### config.mk
export PLATFORM = sky130hd
export DESIGN_NAME = hiwt_regs
export DESIGN_NICKNAME = d
export VERILOG_FILES = /design/src/hiwt_pkg.sv /design/src/hiwt_cfg_if.sv /design/src/hiwt_offset.sv /design/src/hiwt_tilt.sv /design/src/hiwt_regs.sv
export SDC_FILE = /design/constraint.sdc
export NUM_CORES = 1
export LEC_CHECK = 0
export ABC_AREA = 1
export BUFFER_PORTS_ARGS = -buffer_cell sky130_fd_sc_hd__buf_2
export CAP_MARGIN = 20
export CELL_PAD_IN_SITES_DETAIL_PLACEMENT = 0
export CELL_PAD_IN_SITES_GLOBAL_PLACEMENT = 1
export CORE_MARGIN = 2
export CORE_UTILIZATION = 43
export DETAILED_ROUTE_END_ITERATION = 16
export HOLD_SLACK_MARGIN = 0.1
export PLACE_DENSITY_LB_ADDON = 0.1
export SKIP_LAST_GASP = 1
export SYNTH_ARGS = -nofsm -noshare
export SYNTH_HDL_FRONTEND = slang
export SYNTH_SLANG_ARGS = --single-unit
### constraint.sdc
create_clock -name i_mclk -period 2.7 [get_ports i_mclk]
set_input_delay 0.54 -clock i_mclk [delete_from_list [all_inputs] [get_ports i_mclk]]
set_output_delay 0.54 -clock i_mclk [all_outputs]
set_load 0.01 [all_outputs]
### src/hiwt_pkg.sv
// Purpose: Shared constants for the hard-iron offset and wrist tilt bank.
// Assumes: 7-bit register addresses, 8-bit register data, 10 MHz clock.
// Notes:   Offset bytes are indexed 0..5 as X low, X high, Y low, Y high,
//          Z low, Z high.
package hiwt_pkg;

   localparam int unsigned HIWT_ADDR_W = 7;
   localparam int unsigned HIWT_DATA_W = 8;
   localparam int unsigned HIWT_NUM_OFFS = 6;

   ////////////////////////////////////////////////////////////////////////
   // Register addresses; offsets live in bank A, tilt settings in bank B
   localparam logic [5:0][6:0] HIWT_OFFS_ADDR = {
      7'h32, 7'h31, 7'h30, 7'h2F, 7'h2E, 7'h2D
   };
   localparam logic [6:0] HIWT_ADDR_TILT_LAT = 7'h50;
   localparam logic [6:0] HIWT_ADDR_TILT_THS = 7'h54;
   localparam logic [6:0] HIWT_ADDR_TILT_MASK = 7'h59;

   ////////////////////////////////////////////////////////////////////////
   // Reset values
   localparam logic [7:0] HIWT_OFFS_RST = 8'h00;
   localparam logic [7:0] HIWT_LAT_RST = 8'h0F;
   localparam logic [7:0] HIWT_THS_RST = 8'h20;
   localparam logic [5:0] HIWT_MASK_RST = 6'h30;

   ////////////////////////////////////////////////////////////////////////
   // Mask register layout: six enables in bits 7..2, bits 1..0 read zero
   localparam int unsigned HIWT_MASK_LSB = 2;
   localparam int unsigned HIWT_MASK_W = 6;
   localparam logic [1:0] HIWT_MASK_PAD = 2'h0;
   localparam logic [7:0] HIWT_RD_NONE = 8'h00;

   ////////////////////////////////////////////////////////////////////////
   // Units and timing
   localparam int unsigned HIWT_LAT_LSB_MS = 40;
   localparam int unsigned HIWT_THS_LSB_NANO_G = 15625000;
   localparam int unsigned HIWT_CLK_HZ = 10000000;
   localparam int unsigned HIWT_TICK_CYCLES =
      HIWT_CLK_HZ / 1000 * HIWT_LAT_LSB_MS;
   localparam int unsigned HIWT_TICK_W = 19;

endpackage

### src/hiwt_cfg_if.sv
// Purpose: Carries write strobes and stored values between bank parts.
// Assumes: All signals on i_mclk.
// Notes:   Decoder owns the strobes, storage modules own the values.
interface hiwt_cfg_if;
   import hiwt_pkg::*;

   logic [7:0] wdata;
   logic [5:0] wr_offs;
   logic wr_lat;
   logic wr_ths;
   logic wr_mask;
   logic [7:0] offs_byte [6];
   logic [7:0] lat;
   logic [7:0] ths;
   logic [5:0] mask;

   modport ctl (output wdata, wr_offs, wr_lat, wr_ths, wr_mask,
      input offs_byte, lat, ths, mask);
   modport offs (input wdata, wr_offs, output offs_byte);
   modport tilt (input wdata, wr_lat, wr_ths, wr_mask,
      output lat, ths, mask);
endinterface

### src/hiwt_offset.sv
// Purpose: Six hard-iron offset byte registers.
// Assumes: Strobes are already bank and address qualified.
// Notes:   One byte register per generate entry.
module hiwt_offset
   import hiwt_pkg::*;
(
   input wire logic i_mclk,
   input wire logic i_rst_n,
   hiwt_cfg_if.offs cfg
);

   ////////////////////////////////////////////////////////////////////////
   // Byte storage, cleared at reset, rewritable at any time
   for (genvar k = 0; k < HIWT_NUM_OFFS; k++) begin : g_byte
      always_ff @(posedge i_mclk or negedge i_rst_n) begin
         if (!i_rst_n) begin
            cfg.offs_byte[k] <= HIWT_OFFS_RST;
         end else if (cfg.wr_offs[k]) begin
            cfg.offs_byte[k] <= cfg.wdata;
         end
      end
   end

endmodule

### src/hiwt_tilt.sv
// Purpose: Wrist tilt latency, threshold and direction mask registers.
// Assumes: Strobes are already bank and address qualified.
// Notes:   Mask keeps only the six enables; pad bits are not stored.
module hiwt_tilt
   import hiwt_pkg::*;
(
   input wire logic i_mclk,
   input wire logic i_rst_n,
   hiwt_cfg_if.tilt cfg
);

   ////////////////////////////////////////////////////////////////////////
   // Latency, counted in 40 ms steps
   always_ff @(posedge i_mclk or negedge i_rst_n) begin
      if (!i_rst_n) begin
         cfg.lat <= HIWT_LAT_RST;
      end else if (cfg.wr_lat) begin
         cfg.lat <= cfg.wdata;
      end
   end

   // Threshold, counted in 15.625 mg steps
   always_ff @(posedge i_mclk or negedge i_rst_n) begin
      if (!i_rst_n) begin
         cfg.ths <= HIWT_THS_RST;
      end else if (cfg.wr_ths) begin
         cfg.ths <= cfg.wdata;
      end
   end

   // Direction enables; X on, Y and Z off after reset
   always_ff @(posedge i_mclk or negedge i_rst_n) begin
      if (!i_rst_n) begin
         cfg.mask <= HIWT_MASK_RST; // see R7
      end else if (cfg.wr_mask) begin
         cfg.mask <= cfg.wdata[HIWT_MASK_LSB +: HIWT_MASK_W];
      end
   end

endmodule

### src/hiwt_regs.sv
// Purpose: Hard-iron offset and wrist tilt configuration register bank.
// Assumes: Register port driven by the serial interface logic on i_mclk;
//          i_bank_b comes from the bank select logic on the same clock.
// Notes:   Reads are answered one cycle later; unmapped reads give zero.
// Behaviour
// Each axis offset is one signed 16-bit two's complement word.
// X, Y, Z offset bytes are readable and writable any time.
// All offset bytes reset to zero.
// Latency is 8-bit, 40 ms per count, resets to 0Fh.
// Threshold is 8-bit, 15.625 mg per count, resets to 20h.
// Mask holds six direction enables; one enables, zero disables.
// Positive and negative X enables reset to one.
// Y and Z enables reset to zero.
// Tilt registers sit in bank B, apart from the offsets in bank A.
// Latency, threshold and mask are readable and writable.
// High byte gives bits 15..8, low byte bits 7..0.
// Software writes zero to mask pad bits; they read back zero.
module hiwt_regs
   import hiwt_pkg::*;
#(
   parameter int unsigned TICK_CYCLES = HIWT_TICK_CYCLES
)
(
   input wire logic i_mclk,
   input wire logic i_rst_n,
   input wire logic i_bank_b,
   input wire logic [6:0] i_addr,
   input wire logic i_wr,
   input wire logic i_rd,
   input wire logic [7:0] i_wdata,
   output logic [7:0] o_rdata,
   output logic o_rvalid,
   output logic signed [15:0] o_x_offset,
   output logic signed [15:0] o_y_offset,
   output logic signed [15:0] o_z_offset,
   output logic [7:0] o_tilt_latency,
   output logic [7:0] o_tilt_threshold,
   output logic [5:0] o_tilt_mask,
   output logic o_tilt_latency_tick
);

   hiwt_cfg_if cfg ();

   ////////////////////////////////////////////////////////////////////////
   // Address decode; bank qualifies every hit
   logic [5:0] hit_offs;
   logic hit_lat;
   logic hit_ths;
   logic hit_mask;
   logic hit_any;

   for (genvar k = 0; k < HIWT_NUM_OFFS; k++) begin : g_hit
      assign hit_offs[k] = !i_bank_b && (i_addr == HIWT_OFFS_ADDR[k]);
   end

   // Same address in the wrong bank must not alias
   assign hit_lat = i_bank_b && (i_addr == HIWT_ADDR_TILT_LAT);
   assign hit_ths = i_bank_b && (i_addr == HIWT_ADDR_TILT_THS);
   assign hit_mask = i_bank_b && (i_addr == HIWT_ADDR_TILT_MASK);
   assign hit_any = (|hit_offs) || hit_lat || hit_ths || hit_mask;

   ////////////////////////////////////////////////////////////////////////
   // Write strobes toward the storage modules
   assign cfg.wdata = i_wdata;
   assign cfg.wr_offs = {HIWT_NUM_OFFS{i_wr}} & hit_offs;
   assign cfg.wr_lat = i_wr && hit_lat;
   assign cfg.wr_ths = i_wr && hit_ths;
   assign cfg.wr_mask = i_wr && hit_mask;

   hiwt_offset u_offset (
      .i_mclk(i_mclk),
      .i_rst_n(i_rst_n),
      .cfg(cfg)
   );

   hiwt_tilt u_tilt (
      .i_mclk(i_mclk),
      .i_rst_n(i_rst_n),
      .cfg(cfg)
   );

   ////////////////////////////////////////////////////////////////////////
   // Read selection as an AND-OR tree; one hit at most per address
   logic [7:0] offs_term [6];
   logic [7:0] rd_offs;
   logic [7:0] rd_tilt;
   logic [7:0] mask_word;
   logic [7:0] next_rdata;

   for (genvar k = 0; k < HIWT_NUM_OFFS; k++) begin : g_rd
      assign offs_term[k] = {8{hit_offs[k]}} & cfg.offs_byte[k];
   end

   assign rd_offs = offs_term[0] | offs_term[1] | offs_term[2]
      | offs_term[3] | offs_term[4] | offs_term[5];
   // Pad bits are not stored, so they always read zero
   assign mask_word = {cfg.mask, HIWT_MASK_PAD};
   assign rd_tilt = ({8{hit_lat}} & cfg.lat)
      | ({8{hit_ths}} & cfg.ths)
      | ({8{hit_mask}} & mask_word);
   assign next_rdata = hit_any ? (rd_offs | rd_tilt) : HIWT_RD_NONE;

   // Read data is registered; a same-cycle write is seen on the next read
   always_ff @(posedge i_mclk or negedge i_rst_n) begin
      if (!i_rst_n) begin
         o_rdata <= HIWT_RD_NONE;
      end else if (i_rd) begin
         o_rdata <= next_rdata;
      end
   end

   always_ff @(posedge i_mclk or negedge i_rst_n) begin
      if (!i_rst_n) begin
         o_rvalid <= 1'b0;
      end else begin
         o_rvalid <= i_rd;
      end
   end

   ////////////////////////////////////////////////////////////////////////
   // Offset words: high byte on top, low byte below, two's complement
   assign o_x_offset = {cfg.offs_byte[1], cfg.offs_byte[0]};
   assign o_y_offset = {cfg.offs_byte[3], cfg.offs_byte[2]};
   assign o_z_offset = {cfg.offs_byte[5], cfg.offs_byte[4]};

   assign o_tilt_latency = cfg.lat;
   assign o_tilt_threshold = cfg.ths;
   assign o_tilt_mask = cfg.mask;

   ////////////////////////////////////////////////////////////////////////
   // Latency step enable: one pulse per 40 ms so the detector can count
   // latency units without a clock of its own
   logic [18:0] tick_cnt;
   logic tick_wrap;
   logic [18:0] next_tick_cnt;

   assign tick_wrap = (tick_cnt == 19'(TICK_CYCLES - 1));
   assign next_tick_cnt = tick_wrap ? 19'h00000 : tick_cnt + 19'h00001;

   always_ff @(posedge i_mclk or negedge i_rst_n) begin
      if (!i_rst_n) begin
         tick_cnt <= 19'h00000;
      end else begin
         tick_cnt <= next_tick_cnt;
      end
   end

   always_ff @(posedge i_mclk or negedge i_rst_n) begin
      if (!i_rst_n) begin
         o_tilt_latency_tick <= 1'b0;
      end else begin
         o_tilt_latency_tick <= tick_wrap;
      end
   end

   // Helper: offset bytes written this cycle
   logic offs_wr_any;
   assign offs_wr_any = |cfg.wr_offs;

   ////////////////////////////////////////////////////////////////////////
   // Word halves, bank separation, latency write, read timing and tick spacing
   // Helper: cycles since the last tick, kept apart from the divider so a
   // broken wrap compare cannot hide behind its own counter
   logic [18:0] tick_gap;

   always_ff @(posedge i_mclk or negedge i_rst_n) begin
      if (!i_rst_n) begin
         tick_gap <= 19'h00000;
      end else if (o_tilt_latency_tick) begin
         tick_gap <= 19'h00001;
      end else begin
         tick_gap <= tick_gap + 19'h00001;
      end
   end
endmodule

Word-level counts from Yosys, hierarchy flattened
Index checks and enable logic that the tools add are counted.
W data, S select, Z words.
{"block": "totals", "elab_cells": 61, "inputBits": 20, "output_inout_bits": 80, "regBits": 99}
{"block": "classes", "n_mux": 2, "bitwise_logic": 18, "reduce_logical": 17, "n_addsub": 1, "eq_ne": 10}
{"cell": "$and A8 B8 Y8", "n": 9}
{"cell": "$or A8 B8 Y8", "n": 8}
{"cell": "$eq A7 B6 Y1 const B", "n": 6}
{"cell": "$eq A7 B7 Y1 const B", "n": 3}
{"cell": "$add A19 B1 Y19 const B", "n": 1}
{"cell": "$eq A19 B19 Y1 const B", "n": 1}
{"cell": "$mux W19", "n": 1}
{"cell": "$logic_and A1 B1 Y1", "n": 12}
{"cell": "$mux W8", "n": 1}
{"cell": "$and A6 B6 Y6", "n": 1}
{"cell": "$reduce_or A6 Y1", "n": 1}
{"cell": "$logic_or A1 B1 Y1", "n": 3}
{"cell": "$logic_not A1 Y1", "n": 1}

Logic depth before layout (Yosys ltp)
{"block": "logic_depth", "word_depth": 10, "ltp_mapped": 11, "ltp_nobuf": 9}

Hierarchy
Synthesis repeated with hierarchy kept, for this count alone.
{"block": "unflattened", "hier_cells": 663, "hier_area_um2": 5012.3}
{"mod": "hiwt_regs", "n_inst": 1, "cells_per_inst": 366, "seq_area_each_um2": 725.7, "area_per_inst_um2": 2339.7}
{"mod": "hiwt_offset", "n_inst": 1, "cells_per_inst": 204, "seq_area_each_um2": 1201.2, "area_per_inst_um2": 1831.8}
{"mod": "hiwt_tilt", "n_inst": 1, "cells_per_inst": 93, "seq_area_each_um2": 559.3, "area_per_inst_um2": 840.8}

Worst setup path before layout
OpenSTA, ideal clock, no wires.
{"block": "synth_path", "kind": "input-to-reg", "start": "in i_addr[1]", "end": "reg u_tilt.cfg.mask[1]", "required_time_ps": 2580, "path_buffers": 1, "slack_ps": 1125, "t_arrival_ps": 1456, "cell_stages": 8, "cell_sequence": "inv_1 > nand2_1 > nor2_1 > and3_2 > buf_6 > nand2_1 > o21ai_0 > inv_1"}
{"block": "synth_via", "elab_chain_cells": 3}
{"item": "from (decl)", "line": "hiwt_regs.sv:27", "text": "input wire logic [6:0] i_addr,"}
{"item": "$eq A7 B7 Y1", "line": "hiwt_regs.sv:59", "text": "assign hit_mask = i_bank_b && (i_addr == HIWT_ADDR_TILT_MASK);"}
{"item": "$logic_and A1 B1 Y1", "line": "hiwt_regs.sv:59"}
{"item": "$logic_and A1 B1 Y1", "line": "hiwt_regs.sv:68", "text": "assign cfg.wr_mask = i_wr && hit_mask;"}
{"item": "to (signal assigned)", "line": "hiwt_tilt.sv:36", "text": "cfg.mask <= cfg.wdata[HIWT_MASK_LSB +: HIWT_MASK_W];"}
{"item": "to (decl)", "line": "hiwt_cfg_if.sv:21", "text": "output lat, ths, mask);"}
No other way between the ends.
A chain may end at the register's enable or synchronous reset.

Worst setup path in the final report
{"block": "layout_path", "start": "reg tick_cnt[0]", "end": "reg tick_cnt[16]"}
{"block": "layout_via", "elab_chain_cells": 2, "elab_cells_between_ends": 3, "classes_between": "1 x add/sub; 1 x eq/ne; 1 x mux"}
{"item": "from (decl)", "line": "hiwt_regs.sv:133", "text": "logic [18:0] tick_cnt;"}
{"item": "from (signal assigned)", "line": "hiwt_regs.sv:144", "text": "tick_cnt <= next_tick_cnt;"}
{"item": "$add A19 B1 Y19 or $eq A19 B19 Y1 (tied branches)", "line": "hiwt_regs.sv:138, hiwt_regs.sv:137"}
{"item": "$mux W19 *", "line": "hiwt_regs.sv:138", "text": "assign next_tick_cnt = tick_wrap ? 19'h00000 : tick_cnt + 19'h00001;"}
{"item": "via next_tick_cnt[16]", "line": "hiwt_regs.sv:135", "text": "logic [18:0] next_tick_cnt;"}
Mark *: on every way through the listed nets, which the timed path passes. The rest lies on a longest branch.

==> results.cfg <==
[logic_synthesis]
yosysTopAreaCell = dfrtp_1
yosysTopAreaCellShare = 0.4838
synth_commonest_cells = nand2_1, dfrtp_1, nand3_1, o21ai_0, inv_1
syn_nets = 607
synth_area_mm2 = 0.004758
synth_async_sr_flop_share = 1.000
synth_edf_count = 0
ys_types = 30
synth.area.top_cells = dfrtp_1, nand2_1, nand3_1
avgSynthCellArea_um2 = 8.120
seq_area_frac_synth = 0.5225
ys.flop_type = dfrtp_1
ys_ff_latch = 99
synthCells = 586
yosysMostFrequentCell = nand2_1
yosysWarnings = 0

[layout]
area_growth_pct = 17.70
nFillCells = 1073
stdcell_count = 831
drive_above_1_share = 0.2069
stdcell_area_mm2 = 0.005600
fin_nets = 707
antenna_cells = 0
utilization = 0.5166

[critical_path]
slowest_delay_ps = 440
critPathMaxFanout = 5
critPathKind = reg2reg
crit_buf_inv = 0
path_cells = ha_1, nand3_1, nor2_2, nand4_1, nor2_1, nand2_1, xor2_1
crit_arrival_ps = 2150
required_ps = 2960
critical_path.endpoint_type = register
crit_slowest_cell = dfrtp_1
worstSetupStartpointType = register
critical-path-top-delay-family = simple AND/OR/NAND/NOR gates

[floorplanning]
die_height_um = 109.2
rows = 38
fp.dieW_um = 109.2
initial_core_util = 0.4389
io_pins = 100
core_area_mm2 = 0.01084
die_area_mm2 = 0.01192

[global_routing]
grtUsageTotal = 0.2431
grt_antenna_before_repair = 0
grt_pass1_vias = 3975
grt_first_pass_wirelength_mm = 21.66
grt_start_max_net_pins = 46
overflow = 0

[timing]
fin_tns_setup_ps = 0
rsz0062_at_grt = no
fmax_mhz = 530.2
skew_ps = 9.217
worst_slew_pin_slew_ps = 681.9
fin_crit_sh = 0.6986
fin_ws_ps = 813.9
maxSlewViolCount = 0
slew_headroom = 0.5412
report.final.setup_viol = 0
finalHoldViolCount = 0
finalCriticalPeriod_ps = 1886

[clock_tree]
clock_latency_ps = 370
cts_resized = 0
cts_root_buf = clkbuf_8
tritoncts = built
h-tree-depth = 3
hold_buffers = 0
clk_pin_slew_ps = 100
clockBufferDepth = 2
cts_made_buffers = 9
postCtsSetupBuffers = 0
clock-sinks = 99

[placement]
placed_area_mm2 = 0.005384
dp.cells = 815
pre_cts_slack_ps = 590.4
numPortBuffers = 99
gp_congestion = 0.8362
dp_hpwl_mm = 10.00

[detailed_routing]
drc = 0
wl_per_cell_um = 16.38
route.antenna.remaining_nets = 0
routed_wirelength_mm = 13.61
vias = 4251
drtPass1Iterations = 5
viasPerCell = 5.116
dr.first_iter.drc_count = 282

[power]
p_leak_uw = 0.002981
power_density_mw_per_mm2 = 517.6
vdd_ir_drop_max_uv = 225.6

[job]
cap_viol_max_count = 0

[min_path]
hold_class = in2async

[run_status]
status = finished clean
[path summary, 6_finish.rpt]
kind | start | end | slack, ps | cells after the start
hold reg to reg | o_rdata[2] | o_rdata[2] | 490 | 2
setup reg to reg | tick_cnt[0] | tick_cnt[16] | 810 | 7
max in group asynchronous | i_rst_n | u_tilt.cfg.ths[5] | 1830 | 2
hold / removal | i_rst_n | u_offset.cfg.offs_byte[42] | 140 | 1
min in group i_mclk | i_rd | o_rvalid | 390 | 1
setup / recovery | tick_cnt[0] | tick_cnt[16] | 810 | 7
[worst register-to-register path: stages (launching register included)]
cell	delay, ps
dfrtp_1	440
ha_1	260
nand3_1	180
nor2_2	270
nand4_1	200
nor2_1	210
nand2_1	90
xor2_1	140
[cells by family (layout without fill, tap and decap cells)]
| family | count (synthesis) | after routing | synth area share |
|---|---|---|---|
| adder cells (fa/ha/maj) | 1 | 1 | 0.002629 |
| AND/OR/NAND/NOR | 328 | 328 | 0.3071 |
| XOR/XNOR | 14 | 14 | 0.02577 |
| AO/OA/AOI/OAI | 72 | 72 | 0.07573 |
| flip-flops | 99 | 99 | 0.5225 |
| buffers and inverters | 72 | 177 | 0.06626 |
[power by group]
| group | internal, µW | leakage (µW) | switching, µW |
|---|---|---|---|
| Sequential | 1540 | 0.00133 | 49.6 |
| Combinational | 81.1 | 0.00155 | 174 |
| Clock | 524 | 0.000103 | 530 |
| Total | 2150 | 0.00298 | 753 |
[cells in the final DEF (no fill, tap or decap), types with 2 or more instances in the layout]
| master | n |
|---|---|
| nand4_1 | 12 |
| o21ai_0 | 65 |
| xnor2_1 | 2 |
| inv_1 | 53 |
| a21oi_1 | 2 |
| nor2_1 | 46 |
| dfstp_2 | 7 |
| xor2_1 | 12 |
| clkinv_1 | 2 |
| nor3_1 | 5 |
| nand3_2 | 3 |
| nand2_1 | 163 |
| nand3_1 | 82 |
| buf_4 | 6 |
| nor2_2 | 5 |
| nand3b_1 | 3 |
| bufinv_16 | 2 |
| buf_2 | 98 |
| clkinvlp_4 | 2 |
| nor2_4 | 2 |
| dfrtp_1 | 92 |
| o21ai_1 | 5 |
| nor4_1 | 2 |
| clkbuf_8 | 9 |
[stage by stage]
stage	power, µW	hold WS (ps)
after floorplan	1720	244.4
after global placement	1872	461.6
after detailed placement	1878	467.6
after CTS	2929	153.5
after global routing	3027	168.9
final	2899	140.6
[registers in the layout (all words and copies together) (netlist names)]
| signal | flops |
|---|---|
| u_tilt.cfg.mask | 6 |
| o_tilt_latency_tick | 1 |
| u_offset.cfg.offs_byte | 48 |
| o_rdata | 8 |
| u_tilt.cfg.lat | 8 |
| tick_cnt | 19 |
| o_rvalid | 1 |
| u_tilt.cfg.ths | 8 |
[area by class of cell]
class / instances / area (µm²) / share of cell area
Sequential cell: 99 / 2486 / 0.4439
Multi-Input combinational cell: 415 / 1957 / 0.3494
Clock buffer: 10 / 127.6 / 0.02279
Clock inverter: 6 / 88.84 / 0.01586
Inverter: 56 / 210.2 / 0.03753
Tap cell: 140 / 175.2 / 0.03128
Timing Repair Buffer: 105 / 555.5 / 0.09920
[metal layers]
layer / track usage / share of wire / wire (µm) / up-vias
li1: - / - / - / 2108
met1: 0.3634 / 0.49 / 6635 / 2012
met2: 0.3634 / 0.45 / 6114 / 119
met3: 0.04363 / 0.050 / 686 / 12
met4: 0.06420 / 0.013 / 172 / 0
met5: 0 / 0 / 0 / -
Note: power is estimated with default switching activity, not from simulation.
